**src/core/trap_pkg.sv**
```systemverilog
// Package of register indices, field positions and reset values for the trap unit
package trap_pkg;
   // =======================================================
   // Extension register indices
   localparam logic [7:0] IDX_MASK_ONE   = 8'ha8;
   localparam logic [7:0] IDX_MASK_TWO   = 8'ha9;
   localparam logic [7:0] IDX_STAT_ONE   = 8'hab;
   localparam logic [7:0] IDX_STAT_TWO   = 8'hac;
   localparam logic [7:0] IDX_CAPTURE    = 8'hae;
   localparam logic [7:0] IDX_STATE      = 8'haf;
   localparam logic [7:0] IDX_SCRATCH    = 8'hb0;
   localparam logic [3:0] IDX_SCRATCH_HI = 4'hb;
   localparam logic [7:0] IDX_READ_WIN   = 8'hc0;
   // =======================================================
   // Reset values
   localparam logic [7:0] MASK_RESET     = 8'h00;
   localparam logic [7:0] STAT_RESET     = 8'h00;
   localparam logic [7:0] READ_WIN_RESET = 8'h00;
   localparam logic [2:0] STATE_RESET    = 3'h0;
   // =======================================================
   // Status one bit positions
   localparam int S1_MONO_IN_COLOR = 7;
   localparam int S1_COLOR_IN_MONO = 6;
   localparam int S1_STATE_CHANGE  = 5;
   // =======================================================
   // Capture record fields
   localparam int      CAP_DEPTH     = 4;
   localparam int      REC_WRITE     = 7;
   localparam int      REC_NIB_D     = 6;
   localparam int      REC_NIB_C     = 5;
   localparam int      REC_NIB_B     = 4;
   localparam int      REC_EMPTY     = 7;
   localparam int      REC_OVERRUN   = 6;
   localparam logic [3:0] NIB_D      = 4'hd;
   localparam logic [3:0] NIB_C      = 4'hc;
   localparam logic [3:0] NIB_B      = 4'hb;
   // =======================================================
   // Adapter state field positions
   localparam int ST_CHANGED = 7;
   localparam int ST_PREV_LO = 4;
   localparam int ST_VGA     = 2;
   // Basic modes, bit 2 excluded
   localparam logic [1:0] MODE_CGA = 2'b01;
   localparam logic [1:0] MODE_MGA = 2'b10;
   localparam logic [1:0] MODE_EGA = 2'b00;
   localparam logic [1:0] MODE_TXT = 2'b11;
   // Byte pointer phases inside a record
   typedef enum logic [2:0] {
      PH_DATA  = 3'b001,
      PH_ADDR  = 3'b010,
      PH_FLAGS = 3'b100
   } phase_t;
endpackage

```
**src/core/io_write_trap_nmi_capture.sv**
```systemverilog
// Host I/O write trap unit with status, capture queue and adapter state
`timescale 1ns/1ps
module io_write_trap_nmi_capture
   import trap_pkg::*;
#(
   parameter int DEPTH = 4
) (
   // Clock and reset
   input  wire logic       clk,
   input  wire logic       srst,
   // Extension register port (index 3C5 style)
   input  wire logic       reg_wr,
   input  wire logic       reg_rd,
   input  wire logic [7:0] reg_index,
   input  wire logic [7:0] reg_wdata,
   output logic      [7:0] reg_rdata,
   // Decoded host write events
   input  wire logic       ev_valid,
   input  wire logic       ev_is_index,
   input  wire logic [7:0] ev_one,
   input  wire logic [7:0] ev_two,
   input  wire logic [7:0] ev_addr,
   input  wire logic [7:0] ev_data,
   input  wire logic [5:0] ev_index,
   // Automatic mode switch request
   input  wire logic       sw_req,
   input  wire logic [1:0] sw_mode,
   // Outputs
   output logic            nmi,
   output logic            legacy_timing,
   output logic            legacy_cursor,
   output logic            legacy_port_rd,
   output logic            native_port_wr,
   output logic            vga_ext_en
);
   // =======================================================
   // Registers
   logic [7:0]  trap_mask_one_r, trap_mask_two_r;
   logic [7:0]  trap_status_one_r, trap_status_two_r;
   logic [7:0]  host_read_window_index_r;
   logic [7:0]  software_scratch_bank_r [16];
   logic        changed_r;
   logic [2:0]  prev_r, cur_r;
   logic [23:0] rec_r [DEPTH];
   logic [1:0]  wp_r, rp_r;
   logic [2:0]  cnt_r;
   logic        ovr_r;
   phase_t      ph_r;

   // =======================================================
   // Event qualification
   logic [7:0] hit_one, hit_two;
   logic       trap, do_switch, rd_stat1, rd_stat2, rd_cap, rd_state;
   logic       pop, push, full, empty;
   logic [7:0] addr_byte, cap_byte;

   assign do_switch = sw_req && (sw_mode != cur_r[1:0]);
   // Index writes are never events
   always_comb begin
      hit_one = '0;
      hit_two = '0;
      if (ev_valid && !ev_is_index) begin
         hit_one = ev_one & trap_mask_one_r;
         hit_two = ev_two & trap_mask_two_r;
      end
      hit_one[S1_STATE_CHANGE] = do_switch &&
                                 trap_mask_one_r[S1_STATE_CHANGE];
   end
   assign trap = (|hit_one) || (|hit_two);

   assign rd_stat1 = reg_rd && reg_index == IDX_STAT_ONE;
   assign rd_stat2 = reg_rd && reg_index == IDX_STAT_TWO;
   assign rd_cap   = reg_rd && reg_index == IDX_CAPTURE;
   assign rd_state = reg_rd && reg_index == IDX_STATE;
   assign full  = cnt_r == 3'(DEPTH);
   assign empty = cnt_r == 3'h0;
   assign pop   = rd_cap && !empty && ph_r == PH_FLAGS;
   assign push  = trap && !full;

   // =======================================================
   // Mask and window registers
   always_ff @(posedge clk) begin
      if (srst) begin
         trap_mask_one_r          <= MASK_RESET;
         trap_mask_two_r          <= MASK_RESET;
         host_read_window_index_r <= READ_WIN_RESET;
      end else if (reg_wr) begin
         if (reg_index == IDX_MASK_ONE)
            trap_mask_one_r <= reg_wdata;
         if (reg_index == IDX_MASK_TWO)
            trap_mask_two_r <= reg_wdata;
         if (reg_index == IDX_READ_WIN)
            host_read_window_index_r <= reg_wdata;
      end
   end

   // Scratch has no reset by design
   always_ff @(posedge clk) begin
      if (reg_wr && reg_index[7:4] == IDX_SCRATCH_HI)
         software_scratch_bank_r[reg_index[3:0]] <= reg_wdata;
   end

   // =======================================================
   // Status registers; a new event wins over read-clear
   always_ff @(posedge clk) begin
      if (srst) begin
         trap_status_one_r <= STAT_RESET;
         trap_status_two_r <= STAT_RESET;
      end else begin
         trap_status_one_r <= (rd_stat1 ? 8'h00 : trap_status_one_r)
                              | hit_one;
         trap_status_two_r <= (rd_stat2 ? 8'h00 : trap_status_two_r)
                              | hit_two;
      end
   end

   // NMI follows any pending enabled status
   always_ff @(posedge clk) begin
      if (srst)
         nmi <= 1'b0;
      else
         nmi <= trap || (|((rd_stat1 ? 8'h00 : trap_status_one_r)))
                      || (|((rd_stat2 ? 8'h00 : trap_status_two_r)));
   end

   // =======================================================
   // Capture queue
   always_comb begin
      addr_byte = {1'b1, ev_addr[7:4] == NIB_D, ev_addr[7:4] == NIB_C,
                   ev_addr[7:4] == NIB_B, ev_addr[3:0]};
   end

   always_ff @(posedge clk) begin
      if (push)
         rec_r[wp_r] <= {ev_data, addr_byte, 2'b00, ev_index};
   end

   always_ff @(posedge clk) begin
      if (srst) begin
         wp_r  <= 2'h0;
         rp_r  <= 2'h0;
         cnt_r <= 3'h0;
         ovr_r <= 1'b0;
         ph_r  <= PH_DATA;
      end else begin
         if (push)
            wp_r <= wp_r + 2'h1;
         if (pop)
            rp_r <= rp_r + 2'h1;
         cnt_r <= cnt_r + 3'(push) - 3'(pop);
         // Overrun stays until the flags byte reports it
         if (trap && full)
            ovr_r <= 1'b1;
         else if (pop)
            ovr_r <= 1'b0;
         if (rd_cap && !empty) begin
            unique case (ph_r)
               PH_DATA:  ph_r <= PH_ADDR;
               PH_ADDR:  ph_r <= PH_FLAGS;
               PH_FLAGS: ph_r <= PH_DATA;
               default:  ph_r <= PH_DATA;
            endcase
         end
      end
   end

   always_comb begin
      cap_byte = 8'h00;
      if (!empty) begin
         unique case (ph_r)
            PH_DATA:  cap_byte = rec_r[rp_r][23:16];
            PH_ADDR:  cap_byte = rec_r[rp_r][15:8];
            PH_FLAGS: begin
               cap_byte = rec_r[rp_r][7:0];
               cap_byte[REC_EMPTY]   = cnt_r == 3'h1;
               cap_byte[REC_OVERRUN] = ovr_r;
            end
            default:  cap_byte = 8'h00;
         endcase
      end
   end
   // Queue emptiness does not follow status: status reads never pop the queue
   // and capture reads never clear status bits, so either can empty first

   // =======================================================
   // Adapter state
   always_ff @(posedge clk) begin
      if (srst) begin
         changed_r <= 1'b0;
         prev_r    <= STATE_RESET;
         cur_r     <= STATE_RESET;
      end else begin
         if (do_switch) begin
            prev_r    <= cur_r;
            cur_r     <= {cur_r[ST_VGA], sw_mode};
            changed_r <= 1'b1;
         end else begin
            if (rd_state)
               changed_r <= 1'b0;
            if (reg_wr && reg_index == IDX_STATE) begin
               prev_r <= reg_wdata[6:4];
               cur_r  <= reg_wdata[2:0];
            end
         end
      end
   end

   // =======================================================
   // Mode steering and read data
   always_ff @(posedge clk) begin
      if (srst) begin
         legacy_timing  <= 1'b0;
         legacy_cursor  <= 1'b0;
         legacy_port_rd <= 1'b0;
         native_port_wr <= 1'b1;
         vga_ext_en     <= 1'b0;
      end else begin
         legacy_timing  <= cur_r[1:0] == MODE_CGA ||
                           cur_r[1:0] == MODE_MGA;
         legacy_cursor  <= cur_r[1:0] != MODE_EGA;
         legacy_port_rd <= cur_r[1:0] != MODE_EGA;
         native_port_wr <= cur_r[1:0] == MODE_EGA;
         vga_ext_en     <= cur_r[ST_VGA];
      end
   end

   always_ff @(posedge clk) begin
      if (srst)
         reg_rdata <= 8'h00;
      else if (reg_rd) begin
         if (reg_index[7:4] == IDX_SCRATCH_HI)
            reg_rdata <= software_scratch_bank_r[reg_index[3:0]];
         else
            unique case (reg_index)
               IDX_MASK_ONE: reg_rdata <= trap_mask_one_r;
               IDX_MASK_TWO: reg_rdata <= trap_mask_two_r;
               IDX_STAT_ONE: reg_rdata <= trap_status_one_r;
               IDX_STAT_TWO: reg_rdata <= trap_status_two_r;
               IDX_CAPTURE:  reg_rdata <= cap_byte;
               IDX_STATE:    reg_rdata <= {changed_r, prev_r, 1'b0, cur_r};
               IDX_READ_WIN: reg_rdata <= host_read_window_index_r;
               default:      reg_rdata <= 8'h00;
            endcase
      end
   end
endmodule // io_write_trap_nmi_capture

```
**config.mk**
```make
export PLATFORM = sky130hd
export DESIGN_NAME = io_write_trap_nmi_capture
export DESIGN_NICKNAME = d
export VERILOG_FILES = /design/src/core/trap_pkg.sv /design/src/core/io_write_trap_nmi_capture.sv
export SDC_FILE = /design/constraint.sdc
export NUM_CORES = 1
export LEC_CHECK = 0
export BUFFER_PORTS_ARGS = -buffer_cell sky130_fd_sc_hd__buf_4
export CORE_UTILIZATION = 54
export CTS_CLUSTER_SIZE = 30
export DETAILED_ROUTE_END_ITERATION = 8
export PLACE_DENSITY = 0.86
export SETUP_SLACK_MARGIN = 0.2
export SYNTH_ARGS = -nofsm -noshare
export SYNTH_HDL_FRONTEND = slang
export SYNTH_SLANG_ARGS = --single-unit
```
**constraint.sdc**
```tcl
create_clock -name clk -period 3 [get_ports clk]
set_clock_uncertainty 0.15 [all_clocks]
set_input_delay 0.6 -clock clk [delete_from_list [all_inputs] [get_ports clk]]
set_output_delay 0.6 -clock clk [all_outputs]
set_load 0.02 [all_outputs]
```
Word level (Yosys, flattened, before mapping)
Memories as Yosys holds them, arrays and structs flattened. A register that Yosys moved wholly into a read port is not among the register bits. Cells that the tools add are included.

Logic and storage cells: 107. Bits in latches: 0. Memory bits (writable): 212. Output and inout port bits: 14. Input bits: 63. Memories kept: 2. Bits in registers: 71. ROM bits: 0.

Memory list: software_scratch_bank_r (words 16, bits a word 8, rd ports 1, clocked after Yosys merged registers in 0, wr ports 1, RTL line io_write_trap_nmi_capture.sv:41) `logic [7:0] software_scratch_bank_r [16];`; rec_r (words 4, bits a word 21, rd ports 1, clocked after Yosys merged registers in 1, wr ports 1, RTL line io_write_trap_nmi_capture.sv:44) `logic [23:0] rec_r [DEPTH];`.

Bitwise operators: 5. Reduce and logical (&&, ||, !) cells: 34. Mux-type cells: 23. Add/subtract/negate cells: 4. Divide/modulo/power cells: 0. Multipliers: 0. Equal/unequal tests: 19. Order comparisons: 0. Shift-type cells: 0.

Operators with widths (number): == test 8 bit, second input constant (7); case mux 8 bit (7 select lines) (1); 2-to-1 mux 8 bit (6); OR reduction 8 bit (4); case mux 8 bit (3 select lines) (1); bitwise AND 8 bit (2); == test 4 bit, second input constant (4); bitwise OR 8 bit (2); logical AND 1 bit (13); 2-to-1 mux 1 bit (8); 2-to-1 mux 2 bit (4); AND reduction 2 bit (4); nonzero test 2 bit (4); == test 3 x 1 -> 1 bit, second input constant (2); == test 3 bit, second input constant (2); 2-to-1 mux 3 bit (2); case mux 3 bit (2 select lines) (1); adder 2 x 1 -> 2 bit, second input constant (2); logical OR 1 bit (4); adder 3 x 1 -> 3 bit (1); == test 3 x 2 -> 1 bit, second input constant (1); logical NOT 1 bit (3); logical NOT 3 bit (1); subtractor 3 x 1 -> 3 bit (1); other kinds (5) (5).

Depth between registers and ports, before layout
Depth after elaboration: 8. Depth in mapped cells: 14. Gate-level depth less buffers: 13.

Worst setup path after synthesis
No wires, ideal clock.

Path kind: input to register. From: input reg_index[0]. To: register cnt_r[2]. Data required time: 2722 ps. Buffers on the path: 2. Arrival: 2775 ps. Slack: -52 ps. Stages on the path: 14. Setup time: 128 ps. Path through: buf_6 -> buf_12 -> nor2b_4 -> nand4_2 -> or3_1 -> inv_1 -> ha_1 -> inv_1 -> ha_1 -> inv_1 -> fa_1 -> xor2_1 -> xnor2_1 -> nor2_1.

Cells in the longest elaborated chain, start to end: 5.

Ends and longest elaborated chain: start: declaration (RTL line io_write_trap_nmi_capture.sv:14) `input wire logic [7:0] reg_index,`; == test 8 bit (RTL line io_write_trap_nmi_capture.sv:73) `assign rd_cap = reg_rd && reg_index == IDX_CAPTURE;`; logical AND 1 bit (RTL line io_write_trap_nmi_capture.sv:73); logical AND 1 bit (2 in a row) (RTL line io_write_trap_nmi_capture.sv:77) `assign pop = rd_cap && !empty && ph_r == PH_FLAGS;`; named net pop (RTL line io_write_trap_nmi_capture.sv:54) `logic pop, push, full, empty;`; subtractor 3 x 1 -> 3 bit (RTL line io_write_trap_nmi_capture.sv:150) `cnt_r <= cnt_r + 3'(push) - 3'(pop);`; end signal: assignment (RTL line io_write_trap_nmi_capture.sv:150); end: declaration (RTL line io_write_trap_nmi_capture.sv:46) `logic [2:0] cnt_r;`.

The timed path passes the listed nets, and every way through them passes these cells. A chain may end at the register's enable or synchronous reset.

Worst setup path in the final report
From: register trap_mask_one_r[0]. To: register cnt_r[2].

Cells in the longest elaborated chain, start to end: 7.

Ends and longest elaborated chain: start: declaration (RTL line io_write_trap_nmi_capture.sv:38) `logic [7:0] trap_mask_one_r, trap_mask_two_r;`; start signal: assignment (RTL line io_write_trap_nmi_capture.sv:89) `trap_mask_one_r <= reg_wdata;`; bitwise AND 8 bit (RTL line io_write_trap_nmi_capture.sv:63) `hit_one = ev_one & trap_mask_one_r;`; 2-to-1 mux 8 bit (RTL line io_write_trap_nmi_capture.sv:62) `if (ev_valid && !ev_is_index) begin`; OR reduction 8 bit (RTL line io_write_trap_nmi_capture.sv:69) `assign trap = (|hit_one) || (|hit_two);`; logical OR 1 bit (RTL line io_write_trap_nmi_capture.sv:69); logical AND 1 bit (RTL line io_write_trap_nmi_capture.sv:78) `assign push = trap && !full;`; adder 3 x 1 -> 3 bit (RTL line io_write_trap_nmi_capture.sv:150); subtractor 3 x 1 -> 3 bit (RTL line io_write_trap_nmi_capture.sv:150).

No other way between the ends.

==> metrics.md <==
| Metric | Value |
|---|---|
| Vias in the first global route | 7218 |
| Pleak | 4.82 nW |
| Synth area leader | edfxtp_1 |
| Layout cells sized above 1 | 28.1% |
| Top_reg_cell synth | edfxtp_1 |
| Status | finished, final reports clean |
| Vias | 7306 |
| Final setup fails | 0 |
| Setup repair after global routing missed its margin | true |
| Syn_nets | 831 |
| Gr busiest metal | met2 |
| Vias per inst | 6.30 |
| Total CTS buffers | 29 |
| PnR Total Power | 0.00807 W |
| Initial antenna violation count | 0 |
| Synthesized area | 0.0118 mm2 |
| Power density over cell area | 589 mW/mm2 |
| Fmax | 369 MHz |
| Crit path buffers/inverters | 3 |
| Routing usage on met1 | 33.9% |
| Top-count cell post-synth | edfxtp_1 |
| Min Tclk post-route | 2.71 ns |
| Share of the synthesized area in the top cell type | 54.1% |
| Inserted Diodes | 0 |
| Peak VDD IR | 0.390 mV |
| Setup tns final | 0 ns |
| Max Slew Vio Count | 0 |
| Core box area | 0.0212 mm2 |
| Switch Pwr | 0.00171 W |
| Clock power share | 42.1% |
| Layout fillers | 1452 |
| Max_slew headroom | 43.4% |
| CTS Sinks | 285 |
| Residual DRC | 0 |
| Worst-Margin Slew | 0.847 ns |
| Post-synth EDFFs | 212 |
| Rows | 53 |
| Top cell by count, worst path | inv_2 |
| H-Tree Depth | 1 |
| IO Pins | 77 |
| Clock root buffer | clkbuf_16 |
| Critical path fanouts, max | 4 |
| Slowest CP cell | dfxtp_2 |
| Top cells by count, synth | edfxtp_1 (212), dfxtp_1 (73), nor2_1 (68), mux4_2 (53), nand2_1 (46) |
| Cells after Synth | 760 |
| Arrival time worst endpoint | 2.97 ns |
| Register area share after synthesis | 66.5% |
| Worst skew pair latency | 0.55 ns |
| Clock-pin slew on the worst setup and hold paths | 0.06 ns |
| Grt met2 use | 40.1% |
| Die Height | 150 um |
| First-pass GRT wire length | 41200 um |
| Die W | 150 um |
| Reg area | 0.00783 mm2 |
| Max_cap viols | 0 |
| Post-synth ARST share | 0% |
| Met3 Resource Use GR | 3.32% |
| Resize count post-CTS | 0 |
| CP Class | reg2reg |
| Initial core utilization | 55.4% |
| Critical Path RT | 3.26 ns |
| Critical Path Source Type | flip-flop |
| Routed Antenna Nets | 0 |
| Critical Path, Cell by Cell | a222oi_1 -> nand3_1 -> o31ai_4 -> a21oi_4 -> inv_2 -> ha_4 -> inv_2 -> ha_4 -> inv_2 -> fa_2 -> xor2_1 -> xnor2_1 -> nor2_1 |
| CP Capture Type | flip-flop |
| Worst min path class | in2reg |
| Period utilisation layout | 90.4% |
| WL/cell | 23.3 um |
| Total grt overflow | 0 |
| Layout Nets | 936 |
| Max Buffers Root-to-Sink | 3 |
| Syn_area_per_cell | 15.5 um2 |
| Max incr delay on CP | 0.34 ns |
| Die Area | 0.0224 mm2 |
| Post-CTS setup buffers | 0 |
| Synth top area cells | edfxtp_1 (54%), dfxtp_1 (12%), mux4_2 (10%), mux2i_1 (2.8%), nor2_1 (2.2%) |
| Fin. Hold Viols | 0 |
| Placer congestion estimate | 0.902 |
| Pin count of the biggest net entering global routing | 74 |
| # port buffers | 75 |
| CTS tree | built |
| Hold Buf Count CTS | 0 |
| Final Util | 64.6% |
| Yosys reg bits | 285 |
| Area Overhead vs Synth | 16.5% |
| Placed wire-length estimate | 17400 um |
| Detailed Route WL | 27100 um |
| Share of power burned in registers | 52.9% |
| Comb pwr share | 5.0% |
| Internal Power | 0.00636 W |
| DRT Pass-1 Iters | 5 |
| Synth Warn # | 0 |
| Critical path's top delay family | compound AO/OA/AOI/OAI gates |
| Count of cell types in the netlist | 70 |
| Switching Fraction | 21.2% |
| Footprint of the multi-input gates | 0.00366 mm2 |
| DRC violation total after the first TritonRoute iteration | 629 |
| GRT Util Overall | 24.8% |
## registers in the layout, summed over array words and instances, names as in the netlist, 2 cells and up, named ones only
register and cells:
trap_mask_one_r 8, software_scratch_bank_r 128, rp_r 2, trap_status_two_r 8, ph_r 3, trap_mask_two_r 8, rec_r 84, cur_r 3
host_read_window_index_r 8, wp_r 2, cnt_r 3, prev_r 3, reg_rdata 8, trap_status_one_r 8
## kinds of logic after synthesis
family,after synthesis,synth area share (%)
AOI/OAI and AO/OA,107,7.05
xor gates and xnor gates,6,0.447
adders and majority gates,8,0.915
buffers and inverters,60,2.82
DFF,285,66.5
muxes,92,13.7
and+or+nand+nor,202,8.58
## layout by cell type (no fill, tap or decap), drive strengths merged, types with 8 or more instances in the layout
cell / netlist / layout
nand3: 25 / 25
a21oi: 18 / 18
nand2: 46 / 46
o21ai: 8 / 8
clkinv: 1 / 12
buf: 26 / 122
inv: 11 / 13
nor2b: 10 / 10
a22oi: 14 / 14
clkbuf: 22 / 33
nor2: 69 / 69
nand4: 11 / 11
a32oi: 15 / 15
mux4: 54 / 54
a211oi: 12 / 12
mux2i: 33 / 33
edfxtp: 212 / 212
dfxtp: 73 / 73
and2: 8 / 8
## power groups by stage
stage	logic (W)	registers [W]	clock network, W
3_5_place_dp	0.000402	0.00435	0
5_1_grt	0.000432	0.00426	0.00356
2_1_floorplan	0.000199	0.00436	0
3_3_place_gp	0.000389	0.00435	0
6_report	0.000406	0.00426	0.00340
4_1_cts	0.000404	0.00426	0.00344
## worst paths after layout
path | from | end | slack (ns) | depth (start not counted)
worst max-delay path | trap_mask_one_r[0] | cnt_r[2] | 0.29 | 13
worst min-delay path | ev_data[1] | rec_r[2][14] | 0.11 | 1
worst max register to register | trap_mask_one_r[0] | cnt_r[2] | 0.29 | 13
worst min register to register | host_read_window_index_r[3] | host_read_window_index_r[3] | 0.31 | 2
## final cells by class
type                    count  area share [%]
flip-flops and latches    285            57.1
repair buffers            122            6.86
well taps                 275            2.51
clock buffers              33            5.40
clock inverters            18            1.10
inverters                  12           0.338
multi-input cells         415            26.7
## metal layers
| metal | wire length (um) | share of wire [%] | vias to the layer above |
|---|---|---|---|
| met5 | 0 | 0 | - |
| met3 | 2270 | 8.4 | 79 |
| met2 | 13000 | 48 | 411 |
| met4 | 1140 | 4.2 | 0 |
| met1 | 10600 | 39 | 3612 |
| li1 | - | - | 3204 |
## metrics by stage
stage / hold slack, ns / cells / setup slack, ns / cell area, um2
after floorplan: 0.286 / 760 / 0.151 / 11800
after global placement: 0.293 / 1109 / -0.0732 / 12800
after detailed placement: 0.299 / 1109 / -0.131 / 12800
after CTS: 0.0923 / 1160 / 0.204 / 13700
after global routing: 0.0977 / 1160 / 0.148 / 13700
final: 0.111 / 1160 / 0.289 / 13700
Note: power is estimated with default switching activity, not from simulation.
